File: config.mk
export PLATFORM = sky130hd
export DESIGN_NAME = cpf_ctrl
export DESIGN_NICKNAME = d
export VERILOG_FILES = /design/src/cpf_ctrl.v
export VERILOG_INCLUDE_DIRS = /design/src /design/src/common
export SDC_FILE = /design/constraint.sdc
export NUM_CORES = 1
export LEC_CHECK = 0
export BUFFER_PORTS_ARGS = -buffer_cell sky130_fd_sc_hd__buf_4
export CORE_MARGIN = 2
export CORE_UTILIZATION = 50
export CTS_CLUSTER_SIZE = 16
export DETAILED_ROUTE_END_ITERATION = 6
export GPL_TIMING_DRIVEN = 0
export PLACE_DENSITY = 0.68
export SLEW_MARGIN = 20
export SYNTH_ARGS = -nofsm -noshare
export SYNTH_HDL_FRONTEND = slang
export SYNTH_SLANG_ARGS = --single-unit
File: constraint.sdc
create_clock -name ref_clk -period 4.2 [get_ports ref_clk]
set_input_delay 0.21 -clock ref_clk [delete_from_list [all_inputs] [get_ports ref_clk]]
set_output_delay 0.21 -clock ref_clk [all_outputs]
set_load 0.01 [all_outputs]
File: src/common/cpf_consts.vh
`ifndef CPF_CONSTS_VH
`define CPF_CONSTS_VH

// Clock and timing.
`define CPF_CLK_HZ        200000000
`define CPF_GATE_HZ       30
`define CPF_TMR_HZ        2000000
`define CPF_DUTY_STEPS    4096

// Output frequency limits and reset values.
`define CPF_FREQ_MIN      13'h0001
`define CPF_FREQ_MAX      13'h1388
`define CPF_FREQ_HIRES    13'h03e8
`define CPF_FREQ_RST      13'h0064
`define CPF_DUTY_RST      12'h000
`define CPF_DUTY_FULL     12'hfff
`define CPF_DUTY_10B_MASK 12'hffc

// Error codes.
`define CPF_CODE_OK       6'h00
`define CPF_CODE_STG      6'h01
`define CPF_CODE_STB      6'h02
`define CPF_CODE_OC       6'h04
`define CPF_CODE_OL       6'h10
`define CPF_CODE_GEN      6'h20

// Input modes.
`define CPF_MODE_DIG      3'h0
`define CPF_MODE_FREQ     3'h1
`define CPF_MODE_FDUTY    3'h2
`define CPF_MODE_VOLT     3'h3
`define CPF_MODE_CURR     3'h4
`define CPF_MODE_RES      3'h5

// Input termination.
`define CPF_PULL_FLOAT    2'h0
`define CPF_PULL_DOWN     2'h1
`define CPF_PULL_UP       2'h2

// Register map (byte addresses); outputs at 0x00/0x10, inputs at 0x40/0x50.
`define CPF_OUT_BASE      8'h00
`define CPF_IN_BASE       8'h40
`define CPF_CH_STRIDE     8'h10
`define CPF_OFS_A         8'h00
`define CPF_OFS_B         8'h04
`define CPF_OFS_C         8'h08
`define CPF_OFS_D         8'h0c

// Field positions.
`define CPF_CFG_MODE      2:0
`define CPF_CFG_PULL      5:4
`define CPF_CFG_RANGE     8
`define CPF_OCFG_PU       0

`endif

File: src/cpf_ctrl.v
// The register offsets and the address-and-strobe port are this design's own decisions.
`timescale 1ns/1ps
`include "cpf_consts.vh"

module cpf_ctrl #(
   parameter GATE_CYC = `CPF_CLK_HZ / `CPF_GATE_HZ
) (
   // Clock and reset.
   input  wire        ref_clk,
   input  wire        rst_n,
   // Register port.
   input  wire [7:0]  reg_addr,
   input  wire [31:0] reg_wdata,
   input  wire        reg_wr,
   input  wire        reg_rd,
   output reg  [31:0] reg_rdata,
   // Output driver diagnostics, one bit per output, asynchronous.
   input  wire [1:0]  drv_stg,
   input  wire [1:0]  drv_oc,
   input  wire [1:0]  drv_supply_sense,
   input  wire [1:0]  drv_open_sense,
   input  wire [1:0]  drv_overtemp,
   input  wire [1:0]  drv_generic,
   // Output driver controls.
   output reg  [1:0]  pwm_out,
   output reg  [1:0]  out_pullup_en,
   // Configurable input pins and front-end controls.
   input  wire [1:0]  in_pin,
   output reg  [1:0]  in_pullup_en,
   output reg  [1:0]  in_pulldown_en,
   output reg  [1:0]  in_shunt_en,
   output reg  [1:0]  in_high_range
);

   localparam TMR_DIV = `CPF_CLK_HZ / `CPF_TMR_HZ;
   // Accumulator wrap point, sized to the accumulator so the subtraction keeps its width.
   localparam [27:0] ACC_WRAP = `CPF_CLK_HZ;
   localparam NSYNC   = 14;

   // Pull termination applies only to the logic-level modes.
   function pull_allowed;
      input [2:0] mode;
      begin
         pull_allowed = (mode == `CPF_MODE_DIG) || (mode == `CPF_MODE_FREQ) || (mode == `CPF_MODE_FDUTY);
      end
   endfunction

   function [31:0] clamp_freq;
      input [31:0] w;
      begin
         if (w[12:0] < `CPF_FREQ_MIN || w[31:13] != 19'h0)
            clamp_freq = (w[31:13] != 19'h0) ? {19'h0, `CPF_FREQ_MAX} : {19'h0, `CPF_FREQ_MIN};
         else if (w[12:0] > `CPF_FREQ_MAX)
            clamp_freq = {19'h0, `CPF_FREQ_MAX};
         else
            clamp_freq = w;
      end
   endfunction

   // Three-stage synchronisers; a change counts once stages two and three agree.
   wire [NSYNC-1:0] raw = {in_pin, drv_generic, drv_overtemp, drv_open_sense,
                           drv_supply_sense, drv_oc, drv_stg};
   reg  [NSYNC-1:0] sy1;
   reg  [NSYNC-1:0] sy2;
   reg  [NSYNC-1:0] sy3;
   reg  [NSYNC-1:0] syf;

   always @(posedge ref_clk) begin
      if (!rst_n) begin
         sy1 <= {NSYNC{1'b0}};
         sy2 <= {NSYNC{1'b0}};
         sy3 <= {NSYNC{1'b0}};
         syf <= {NSYNC{1'b0}};
      end else begin
         sy1 <= raw;
         sy2 <= sy1;
         sy3 <= sy2;
         syf <= (sy2 & sy3) | (syf & (sy2 | sy3));
      end
   end

   wire [1:0] f_stg  = syf[1:0];
   wire [1:0] f_oc   = syf[3:2];
   wire [1:0] f_stb  = syf[5:4];
   wire [1:0] f_ol   = syf[7:6];
   wire [1:0] f_otp  = syf[9:8];
   wire [1:0] f_gen  = syf[11:10];
   wire [1:0] f_in   = syf[13:12];

   // Shared measurement time bases: the gate interval and the 2 MHz tick.
   reg  [23:0] gate_cnt;
   reg         gate_end;
   reg  [7:0]  tmr_div;
   reg         tick_2m;

   always @(posedge ref_clk) begin
      if (!rst_n) begin
         gate_cnt <= 24'h000000;
         gate_end <= 1'b0;
         tmr_div  <= 8'h00;
         tick_2m  <= 1'b0;
      end else begin
         gate_end <= 1'b0;
         tick_2m  <= 1'b0;
         if (gate_cnt == GATE_CYC - 1) begin
            gate_cnt <= 24'h000000;
            gate_end <= 1'b1;
         end else begin
            gate_cnt <= gate_cnt + 24'h000001;
         end
         if (tmr_div == TMR_DIV - 1) begin
            tmr_div <= 8'h00;
            tick_2m <= 1'b1;
         end else begin
            tmr_div <= tmr_div + 8'h01;
         end
      end
   end

   // Read words: index {addr[6], addr[4], addr[3:2]}.
   wire [511:0] rbus;

   genvar gi;
   generate
      for (gi = 0; gi < 2; gi = gi + 1) begin : g_out
         localparam [7:0] BASE = `CPF_OUT_BASE + gi * `CPF_CH_STRIDE;
         reg  [12:0] freq;
         reg  [11:0] duty;
         reg         pu_cfg;
         reg         en;
         reg         latched;
         reg  [5:0]  code;
         reg  [27:0] acc;
         reg  [11:0] pos;
         wire [27:0] acc_sum = acc + {3'h0, freq, 12'h000};
         wire [11:0] eff_duty = (freq > `CPF_FREQ_HIRES) ? (duty & `CPF_DUTY_10B_MASK) : duty;
         wire        level = (duty == `CPF_DUTY_FULL) || (pos < eff_duty);
         wire        wr_freq = reg_wr && (reg_addr == BASE + `CPF_OFS_A);
         wire        wr_duty = reg_wr && (reg_addr == BASE + `CPF_OFS_B);
         wire        wr_cfg  = reg_wr && (reg_addr == BASE + `CPF_OFS_C);
         wire        on_fault = en && (f_stg[gi] || f_oc[gi] || f_otp[gi] || f_gen[gi]);
         wire [31:0] fw = clamp_freq(reg_wdata);

         always @(posedge ref_clk) begin
            if (!rst_n) begin
               freq          <= `CPF_FREQ_RST;
               duty          <= `CPF_DUTY_RST;
               pu_cfg        <= 1'b1;
               en            <= 1'b0;
               latched       <= 1'b0;
               code          <= `CPF_CODE_OK;
               acc           <= 28'h0000000;
               pos           <= 12'h000;
               pwm_out[gi]   <= 1'b0;
               out_pullup_en[gi] <= 1'b0;
            end else begin
               if (wr_freq)
                  freq <= fw[12:0];
               if (wr_cfg)
                  pu_cfg <= reg_wdata[`CPF_OCFG_PU];
               // Phase accumulator steps the 4096-slot period at freq * 4096 slots per second.
               if (acc_sum >= ACC_WRAP) begin
                  acc <= acc_sum - ACC_WRAP;
                  pos <= pos + 12'h001;
               end else begin
                  acc <= acc_sum;
               end
               if (on_fault) begin
                  // The fault wins over a same-cycle duty write's enable and clear; the new duty value is still stored.
                  en      <= 1'b0;
                  latched <= 1'b1;
                  if (f_stg[gi] || f_otp[gi])
                     code <= `CPF_CODE_STG;
                  else if (f_oc[gi])
                     code <= `CPF_CODE_OC;
                  else
                     code <= `CPF_CODE_GEN;
                  if (wr_duty)
                     duty <= reg_wdata[11:0];
               end else if (wr_duty) begin
                  duty    <= reg_wdata[11:0];
                  latched <= 1'b0;
                  code    <= `CPF_CODE_OK;
                  en      <= (reg_wdata[11:0] != 12'h000) && !f_otp[gi];
               end else if (!en && !latched) begin
                  if (f_gen[gi])
                     code <= `CPF_CODE_GEN;
                  else if (pu_cfg)
                     code <= (f_ol[gi] || f_stb[gi]) ? `CPF_CODE_OL : `CPF_CODE_OK;
                  else
                     code <= f_stb[gi] ? `CPF_CODE_STB : `CPF_CODE_OK;
               end else if (en) begin
                  code <= `CPF_CODE_OK;
               end
               // Over-temperature forces the stage off even before the fault is latched.
               pwm_out[gi]       <= en && !f_otp[gi] && level && !on_fault;
               out_pullup_en[gi] <= pu_cfg && !en;
            end
         end

         assign rbus[(gi*4+0)*32 +: 32] = {19'h0, freq};
         assign rbus[(gi*4+1)*32 +: 32] = {20'h0, duty};
         assign rbus[(gi*4+2)*32 +: 32] = {31'h0, pu_cfg};
         assign rbus[(gi*4+3)*32 +: 32] = {22'h0, f_otp[gi], en, latched, 1'b0, code};
      end

      for (gi = 0; gi < 2; gi = gi + 1) begin : g_in
         localparam [7:0] BASE = `CPF_IN_BASE + gi * `CPF_CH_STRIDE;
         reg  [2:0]  mode;
         reg  [1:0]  pull;
         reg         range;
         reg         prev;
         reg  [15:0] ecnt;
         reg  [23:0] first_t;
         reg  [23:0] last_t;
         reg  [15:0] res_cnt;
         reg  [23:0] res_span;
         reg  [15:0] tcnt;
         reg  [15:0] hi_cur;
         reg  [15:0] res_per;
         reg  [15:0] res_hi;
         wire        rise = f_in[gi] && !prev;
         wire        fall = !f_in[gi] && prev;
         wire        wr_cfg = reg_wr && (reg_addr == BASE + `CPF_OFS_A);

         always @(posedge ref_clk) begin
            if (!rst_n) begin
               mode     <= `CPF_MODE_DIG;
               pull     <= `CPF_PULL_FLOAT;
               range    <= 1'b0;
               prev     <= 1'b0;
               ecnt     <= 16'h0000;
               first_t  <= 24'h000000;
               last_t   <= 24'h000000;
               res_cnt  <= 16'h0000;
               res_span <= 24'h000000;
               tcnt     <= 16'h0000;
               hi_cur   <= 16'h0000;
               res_per  <= 16'h0000;
               res_hi   <= 16'h0000;
               in_pullup_en[gi]   <= 1'b0;
               in_pulldown_en[gi] <= 1'b0;
               in_shunt_en[gi]    <= 1'b0;
               in_high_range[gi]  <= 1'b0;
            end else begin
               if (wr_cfg) begin
                  mode  <= reg_wdata[`CPF_CFG_MODE];
                  pull  <= reg_wdata[`CPF_CFG_PULL];
                  range <= reg_wdata[`CPF_CFG_RANGE];
               end
               prev <= f_in[gi];
               // Pulse count and first/last edge times over one gate interval.
               if (gate_end) begin
                  res_cnt  <= ecnt;
                  res_span <= last_t - first_t;
                  ecnt     <= 16'h0000;
               end else if (rise && mode == `CPF_MODE_FREQ && ecnt != 16'hffff) begin
                  if (ecnt == 16'h0000)
                     first_t <= gate_cnt;
                  last_t <= gate_cnt;
                  ecnt   <= ecnt + 16'h0001;
               end
               // Period and high time in 2 MHz ticks; the counter saturates on a stuck input.
               if (mode != `CPF_MODE_FDUTY) begin
                  tcnt <= 16'h0000;
               end else if (rise) begin
                  res_per <= tcnt;
                  res_hi  <= hi_cur;
                  tcnt    <= 16'h0000;
               end else begin
                  if (fall)
                     hi_cur <= tcnt;
                  if (tick_2m && tcnt != 16'hffff)
                     tcnt <= tcnt + 16'h0001;
               end
               in_pullup_en[gi]   <= pull_allowed(mode) && pull == `CPF_PULL_UP;
               in_pulldown_en[gi] <= pull_allowed(mode) && pull == `CPF_PULL_DOWN;
               in_shunt_en[gi]    <= mode == `CPF_MODE_CURR;
               in_high_range[gi]  <= mode == `CPF_MODE_VOLT && range;
            end
         end

         assign rbus[(8+gi*4+0)*32 +: 32] = {23'h0, range, 2'h0, pull, 1'b0, mode};
         assign rbus[(8+gi*4+1)*32 +: 32] = {31'h0, f_in[gi]};
         assign rbus[(8+gi*4+2)*32 +: 32] = {res_span[15:0], res_cnt};
         assign rbus[(8+gi*4+3)*32 +: 32] = {res_hi, res_per};
      end
   endgenerate

   // Read data stands only in the cycle after the strobe; unmapped addresses read zero.
   wire       mapped = !reg_addr[7] && !reg_addr[5] && reg_addr[1:0] == 2'h0;
   wire [3:0] ridx   = {reg_addr[6], reg_addr[4], reg_addr[3:2]};

   always @(posedge ref_clk) begin
      if (!rst_n)
         reg_rdata <= 32'h00000000;
      else if (reg_rd && mapped)
         reg_rdata <= rbus[ridx*32 +: 32];
      else
         reg_rdata <= 32'h00000000;
   end

endmodule

* Word-level counts from Yosys, hierarchy flattened
Cells that the tools add are included.
** Storage, ports and cells
- Bits in registers :: 584
- Input bits :: 58
** Cells by class
- Bitwise operators :: 10
- Mux-type cells :: 33
- Reductions and logical operators :: 100
- Equality and inequality tests :: 29
- Add/subtract/negate cells :: 14
- Order comparisons :: 8
- Shifts and indexed selects :: 1
** Operators by type and width (count)
- indexed part select 512 x 10 -> 32 bit :: 1
- two-way mux 6 bit :: 14
- adder 16 x 1 -> 16 bit (second input constant) :: 4
- != test 16 bit (second input constant) :: 4
- adder 28 x 25 -> 28 bit :: 2
- >= comparator 28 bit (second input constant) :: 2
- two-way mux 28 bit :: 2
- subtractor 28 bit (second input constant) :: 2
- logical AND 1 bit :: 41
- two-way mux 13 bit :: 3
- logical NOT 16 bit :: 2
- subtractor 16 bit :: 2
- bitwise AND 14 bit :: 2
- OR 14 bit :: 2
- greater-than comparator 13 x 10 -> 1 bit (second input constant) :: 2
- adder 12 x 1 -> 12 bit (second input constant) :: 2
- adder 24 x 1 -> 24 bit (second input constant) :: 1
- == test 12 bit (second input constant) :: 2
- == test 24 x 23 -> 1 bit (second input constant) :: 1
- == test 8 x 5 -> 1 bit (second input constant) :: 3
- == test 8 x 7 -> 1 bit (second input constant) :: 3
- < comparator 12 bit :: 2
- two-way mux 5 bit :: 4
- nonzero test 19 bit :: 1
- other kinds (26) :: 91

* Depth between registers and ports, before layout
Gate-level depths: netlist of the first run.
- Depth after elaboration :: 7
- Mapped depth :: 14
- Depth with buffers taken out :: 12

* Worst setup path before layout of the first run
Ideal clock, no wire load.
- Kind :: register to register
- Start :: register g_out[0].freq[0]
- End :: register g_out[0].pos[10]
- Data required time :: 4.065 ns
- Path slack :: 0.831 ns
- Library setup time :: 0.135 ns
- Clock period less this slack :: 3.369 ns
- Buffers on the path :: 2
- Data arrival time :: 3.234 ns
- Cell stages (with the launch flop) :: 15
- Cell sequence :: dfxtp_1 ha_1 inv_1 fa_1 nor2b_1 o2111ai_2 a31oi_4 nor3_1 or4b_4 a211oi_4 a21oi_2 buf_2 buf_2 o311ai_0 o41ai_1
** On the way
- Word-level cells in the longest chain between the ends :: 2
** RTL lines
- from (decl) :: line cpf_ctrl.v:127 : reg [12:0] freq;
- from (signal assigned) :: line cpf_ctrl.v:146 : freq <= `CPF_FREQ_RST;
- from (signal assigned) :: line cpf_ctrl.v:158 : freq <= fw[12:0];
- adder 28 x 25 -> 28 bit :: line cpf_ctrl.v:135 : wire [27:0] acc_sum = acc + {3'h0, freq, 12'h000};
- >= comparator 28 bit :: line cpf_ctrl.v:162 : if (acc_sum >= ACC_WRAP) begin
- to (signal assigned) :: line cpf_ctrl.v:164 : pos <= pos + 12'h001;
- to (decl) :: line cpf_ctrl.v:134 : reg [11:0] pos;
Every way passes these cells.
A chain may end at the register's enable or synchronous reset.

* Final worst setup path of the first run
- Start :: register g_out[1].freq[0]
- End :: register g_out[1].acc[19]
** On the way
- Word-level cells in the longest chain between the ends :: 3
** RTL lines
- from (decl) :: line cpf_ctrl.v:127
- from (signal assigned) :: line cpf_ctrl.v:146
- from (signal assigned) :: line cpf_ctrl.v:158
- adder 28 x 25 -> 28 bit * :: line cpf_ctrl.v:135
- subtractor 28 bit or >= comparator 28 bit (tied branches) :: line cpf_ctrl.v:163, cpf_ctrl.v:162
- two-way mux 28 bit * :: line cpf_ctrl.v:162
- to (signal assigned) :: line cpf_ctrl.v:163 : acc <= acc_sum - ACC_WRAP;
- to (signal assigned) :: line cpf_ctrl.v:166 : acc <= acc_sum;
- to (decl) :: line cpf_ctrl.v:133 : reg [27:0] acc;
Mark *: on every way between the ends. The rest lies on a longest branch, timed or not.

==> results of run 1 <==
## flip-flops by register name (all words and copies together), names as in the netlist, 8 cells and up
name	flops
g_in.hi_cur	32
g_out.acc	38
g_in.res_per	32
g_in.res_span	32
g_out.code	10
g_out.freq	26
syf	14
g_in.res_cnt	32
g_in.res_hi	32
sy2	14
tmr_div	8
g_in.tcnt	32
g_out.duty	24
g_in.last_t	32
g_out.pos	24
sy1	14
reg_rdata	32
sy3	14
g_in.first_t	32
g_in.ecnt	32
gate_cnt	24
## stage by stage
stage	TNS [ns]	total power (uW)	util	setup WS, ns
2_1_floorplan	0	5934	-	0.8310
3_3_place_gp	-1.629	6154	0.5337	-0.1654
3_5_place_dp	-1.847	6166	0.5341	-0.2262
4_1_cts	0	11740	0.5795	0.03455
5_1_grt	-0.1378	12050	0.5810	-0.03642
6_report	0	11700	0.5813	0.1792
## report_power, final
part	internal (uW)	switching, uW
Clock	3410	2210
Sequential	5390	24.6
Combinational	229	436
Total	9030	2670
## routing by layer
layer,vias to the layer above,global-route usage,share of wire
met2,946,0.4561,0.44
met5,-,0,0
met4,0,0.1131,0.037
li1,10830,-,-
met3,179,0.04761,0.084
met1,10930,0.3958,0.43
## critical path, cell delays in order, from the launching register on
cell	delay, ns
dfxtp_1	0.43
ha_1	0.20
inv_1	0.06
fa_1	0.38
nand2b_1	0.22
a211oi_1	0.40
o211ai_1	0.14
o211ai_1	0.19
and3b_1	0.26
nand4_1	0.23
buf_4	0.22
o21ai_2	0.33
clkbuf_1	0.48
a31oi_1	0.16
nor3b_1	0.21
## cell type report
cell class,instances,area [um^2],area share
clock buffer,83,1685,0.05551
buffer,164,635.6,0.02093
antenna,6,15.01,0.0004945
tap,688,860.8,0.02835
clock inverter,23,410.4,0.01352
sequential,564,11290,0.3719
multi-input combinational,2159,14060,0.4630
timing repair buffer,130,1051,0.03461
inverter,95,356.6,0.01174
## layout by cell type (no fill, tap or decap), types with 40 or more instances in the layout
master / count
ha_1: 93
clkbuf_16: 58
dfxtp_1: 564
nand4_1: 47
clkbuf_1: 154
xor2_1: 68
nor2b_1: 41
nand3_1: 85
mux4_2: 40
nand2_1: 369
and2_1: 53
xnor2_1: 54
o21ai_0: 75
nor3_1: 44
inv_1: 94
nor2_1: 341
a21oi_1: 236
buf_4: 102
mux2i_1: 180
## cells by family (layout without fill, tap and decap cells)
kind of cell	Yosys count	after routing
adder cells (fa/ha/maj)	97	97
multiplexers	230	230
AND/OR/NAND/NOR	1198	1198
other	0	6
buffers and inverters	259	495
flip-flops	564	564
XOR/XNOR	125	125
AO/OA/AOI/OAI	509	509
## worst max-delay path by stage
stage | start | endpoint | depth (start not counted)
after global routing | g_out[1].freq[0] | g_out[1].acc[19] | 14
after detailed placement | syf[12] | g_in[0].first_t[8] | 9
final | g_out[1].freq[0] | g_out[1].acc[19] | 14
after CTS | syf[12] | g_in[0].first_t[8] | 9
after global placement | syf[12] | g_in[0].first_t[5] | 9
after floorplan | g_out[0].freq[0] | g_out[0].pos[10] | 14
## timing repair
item	in CTS	in global routing
endpoints found under the setup margin	10	41
hold buffers	27	0
pin swaps	0	2
gates resized for setup	1	9
setup buffers	0	5
endpoints found under the hold margin	61	0
==> qor.yml, run 1 <==
avgSynthCellArea_um2: 8.816
reg2reg_from: "g_out[1].freq[0]"
layout_min_cycle_time_ns: 4.021
syn-cell-area_um2: 26290
synthSimpleGateAreaFrac: 0.2173
yosys.area.top_type: "dfxtp_1"
muxShareOfSynthArea: 0.1071
violations: "antenna violations"
dp.cells: 3768
floorplan.rows: 84
place_area_um2: 27900
worstPathMaxFanout: 10
die_y_um: 233.3
startpoint_type: "flop"
drive_gt1_frac: 0.09229
grt_pass1_wl_um: 122100
h-tree-depth: 2
synth_top_family_by_area: "simple AND/OR/NAND/NOR gates"
final_area_um2: 30360
finalNetCount: 3327
start_util: 0.5033
synth_compound_area_frac: 0.1192
num-fill-cells: 4563
drtPass1Iterations: 7
worstReg2RegEnd: "g_out[1].acc[19]"
gr-usage-all-layers: 0.2893
critical_path_class: "reg -> reg"
holdWs_ns: 0.03173
synth-xor-area-share: 0.04193
coreArea_um2: 52240
vias: 22890
finalHoldViolCount: 0
drc: 0
fmax_ghz: 0.2487
synth_most_common_cell: "dfxtp_1"
grt_max_degree: 16
arrival_ns: 4.55
cts-root-buf: "clkbuf_16"
grt_pass1_vias: 21470
cp_data_required_time_ns: 4.72
cts.path.max_buffers: 3
peakVddDrop_mv: 0.3747
hold_class: "in -> reg"
clk_pin_slew_ns: 0.06
dp_hpwl_um: 60290
outcome: "finished, violations left"
synth_nets: 3137
tritoncts: "built"
gr-total-overflow: 0
ios: 102
postRouteAntennaNets: 1
synth-seq-area-share: 0.4295
final_cells: 3912
synth_top_area_share: 0.4295
fp.dieW_um: 233.3
async_flop_share: 0
holdPathEnd: "reg_rdata[0]"
detail_route.wl_per_cell_um: 20.43
synth_cells: 2982
slew_headroom: 0.2132
drt_iter0_drc: 2105
synth_fa_ha_area_frac: 0.04731
gp_congestion: 0.9621
reg2reg_slack_ns: 0.18
synthTopCellsByCount: "dfxtp_1, nand2_1, nor2_1"
power.leakage_uw: 0.01098
vias_per_cell: 5.851
die-area_um2: 54430
r2r_cells: 14
hold_path_depth: 3
yosys_warnings: 0
critPathCaptureType: "flop"
synth_area_leaders: "dfxtp_1, mux2i_1, nand2_1"
totalWireLength_um: 79940
ys_types: 76
power.density_nw_per_um2: 385.4
synth_ff_type: "dfxtp_1"
cts.sinks: 564
hold_path.startpoint: "reg_rd"
antenna_found_initial: 4
setup-violations-final: 0
synth-edff-count: 0
cap_violations: 0
numCtsBuffers: 58
rsz0062_at_grt: "true"
drv_slew: 0
worst_pin_slew_ns: 1.171
area_growth_pct: 15.50
skew_ns: 0.03414
ys_ff_latch: 564
clkLatencyLatePin_ns: 0.64
min_period_over_period: 0.9573
port_buffers: 97
Power figures use the tool's default switching activity.
==> run 2: changes to the inputs <==
--- a/config.mk
+++ b/config.mk
@@ -12,7 +12,7 @@
 export CTS_CLUSTER_SIZE = 16
 export DETAILED_ROUTE_END_ITERATION = 6
 export GPL_TIMING_DRIVEN = 0
-export PLACE_DENSITY = 0.68
+export PLACE_DENSITY = 0.69
 export SLEW_MARGIN = 20
 export SYNTH_ARGS = -nofsm -noshare
 export SYNTH_HDL_FRONTEND = slang
==> qor.yml, run 2 (synthesis results as in run 1) <==
peakVddDrop_mv: 0.3574  # -4.6%
die-area_um2: 54430  # unchanged
power.density_nw_per_um2: 384.8  # -0.16%
multi_input_area_um2: 14040  # -0.12%
use_met2: 0.4522  # -0.003895
largest_reg_flops: 38  # unchanged
hold_class: "in -> reg"
clk_pin_slew_ns: 0.06  # about the same
gr-total-overflow: 0  # unchanged
setup-violations-final: 0  # unchanged
hold_path_depth: 5  # +2
final_cells: 3903  # -0.23%
floorplan.rows: 84  # unchanged
skew_ns: 0.02852  # -0.005621 ns
grt-busiest-layer: "met2"
grt_max_degree: 16  # unchanged
outcome: "finished clean"
worstPathMaxFanout: 10  # unchanged
gp_congestion: 0.9489  # -1.4%
layout_min_cycle_time_ns: 3.955  # -0.06546 ns
fp.dieW_um: 233.3  # unchanged
clkLatencyLatePin_ns: 0.64  # about the same
critPathMaxStageDelay_ns: 0.51  # +0.03 ns
rsz0062_at_grt: "false"
drtPass1Iterations: 6  # -1
num_antenna_cells: 0  # -6
start_util: 0.5033  # unchanged
critical_path_class: "reg -> reg"
worst_pin_slew_ns: 1.165  # -0.005868 ns
hold_path.startpoint: "reg_wdata[29]"
final_cell_mix: "dfxtp_1, nand2_1, nor2_1"
drv_slew: 0  # unchanged
finalHoldViolCount: 0  # unchanged
holdPathEnd: "g_out[0].freq[0]"
met3_usage: 0.04724  # -0.0003662
arrival_ns: 4.47  # -0.08 ns
min_period_over_period: 0.9418  # -0.01559
num-fill-cells: 4547  # -0.35%
fmax_ghz: 0.2528  # +1.7%
totalWireLength_um: 79430  # -0.64%
numCtsBuffers: 58  # unchanged
postRouteAntennaNets: 0  # -1
vias: 22840  # -0.22%
port_buffers: 97  # unchanged
dp.cells: 3767  # -0.027%
regMostFlops: "g_out.acc"
power.leakage_uw: 0.01095  # -0.23%
use_met1: 0.3987  # +0.002898
final_util: 0.5795  # -0.001724
dp_hpwl_um: 59860  # -0.72%
detail_route.wl_per_cell_um: 20.35  # -0.41%
cts.path.max_buffers: 3  # unchanged
ios: 102  # unchanged
die_y_um: 233.3  # unchanged
grt_pass1_wl_um: 122200  # +0.13%
cts-root-buf: "clkbuf_16"
grt_pass1_vias: 21430  # -0.22%
antenna_found_initial: 1  # -3
drt_iter0_drc: 2194  # +4.2%
cp_data_required_time_ns: 4.72  # about the same
vias_per_cell: 5.852  # about the same
drive_gt1_frac: 0.09300  # +0.0007082
startpoint_type: "flop"
tritoncts: "built"
crit_chain: "ha_1 > inv_1 > fa_1 > nor2b_1 > o2111ai_2 > a31oi_4 > nor3_1 > or4b_4 > a211oi_4 > buf_4 > a21o_1 > clkbuf_1 > a31oi_1 > nor3b_1"
gr-usage-all-layers: 0.2890  # -0.0002966
tns_ns: 0  # unchanged
seqCellArea_um2: 11290  # about the same
reg2reg_from: "g_out[0].freq[0]"
cts.sinks: 564  # unchanged
r2r_cells: 14  # unchanged
cp-startpoint: "g_out[0].freq[0]"
area_growth_pct: 15.15
pre_cts_slack_ns: 0.07677  # +0.3030 ns
critPathCaptureType: "flop"
finalNetCount: 3322  # -0.15%
slew_headroom: 0.2172  # +0.003942
reg2reg_slack_ns: 0.24  # +0.07 ns
fin_ws_ns: 0.2446  # +0.06546 ns
final_common_cell: "dfxtp_1"
critPathSlowestCell: "or4b_4"
coreArea_um2: 52240  # unchanged
drc: 0  # unchanged
cap_violations: 0  # unchanged
worstReg2RegEnd: "g_out[0].acc[19]"
h-tree-depth: 2  # unchanged
[run 2: report_power, final]
group / internal [uW] / leakage (uW) / switching (uW) / total, uW
Sequential: 5390 / 0.00455 / 24.6 / 5420
Combinational: 227 / 0.00537 / 440 / 667
Clock: 3350 / 0.00103 / 2210 / 5560
Total: 8980 / 0.0110 / 2670 / 11600
[run 2: final cells by class]
class / instances / share of cell area
Timing Repair Buffer: 125 / 0.03315
Clock buffer: 80 / 0.05567
Sequential cell: 564 / 0.3730
Inverter: 95 / 0.01178
Tap cell: 688 / 0.02844
Multi-Input combinational cell: 2159 / 0.4638
Clock inverter: 28 / 0.01306
Buffer: 164 / 0.02108
[run 2: layer usage]
layer,vias up,part of all wire
met5,-,0
met4,0,0.039
met3,185,0.078
met2,919,0.44
met1,10910,0.44
li1,10830,-
[run 2: timing repair]
item | in CTS | in global routing
hold endpoints to repair | 59 | 0
buffers inserted | 0 | 2
endpoints found under the setup margin | 0 | 45
hold buffers | 26 | 0
resized for setup | 0 | 11
[run 2: worst max-delay path by stage]
| stage | end | slack, ns | cells past startpoint |
|---|---|---|---|
| after global placement | g_in[0].first_t[5] | 0.18 | 9 |
| after global routing | g_in[0].first_t[13] | 0.05 | 9 |
| after floorplan | g_out[0].pos[10] | 0.83 | 14 |
| after CTS | g_out[0].pos[10] | 0.05 | 12 |
| final | g_out[0].acc[19] | 0.24 | 14 |
| after detailed placement | g_out[0].pos[10] | 0.08 | 12 |
[run 2: per-stage QoR]
step	power [uW]	area, um^2	hold WS [ns]
final	11650	30270	0.06193
after global routing	11980	30270	0.08343
after CTS	11690	30230	0.03359
after detailed placement	6164	27880	0.4222
after global placement	6152	27880	0.4212
after floorplan	5934	26290	0.3373
[run 2: worst max-delay path: cells and delay by family (launching register included)]
family | cells | cell delay, ns
compound gates | 5 | 1.12
flops | 1 | 0.41
simple gates | 4 | 1.10
fa+ha+maj | 2 | 0.61
buf+inv | 3 | 0.61
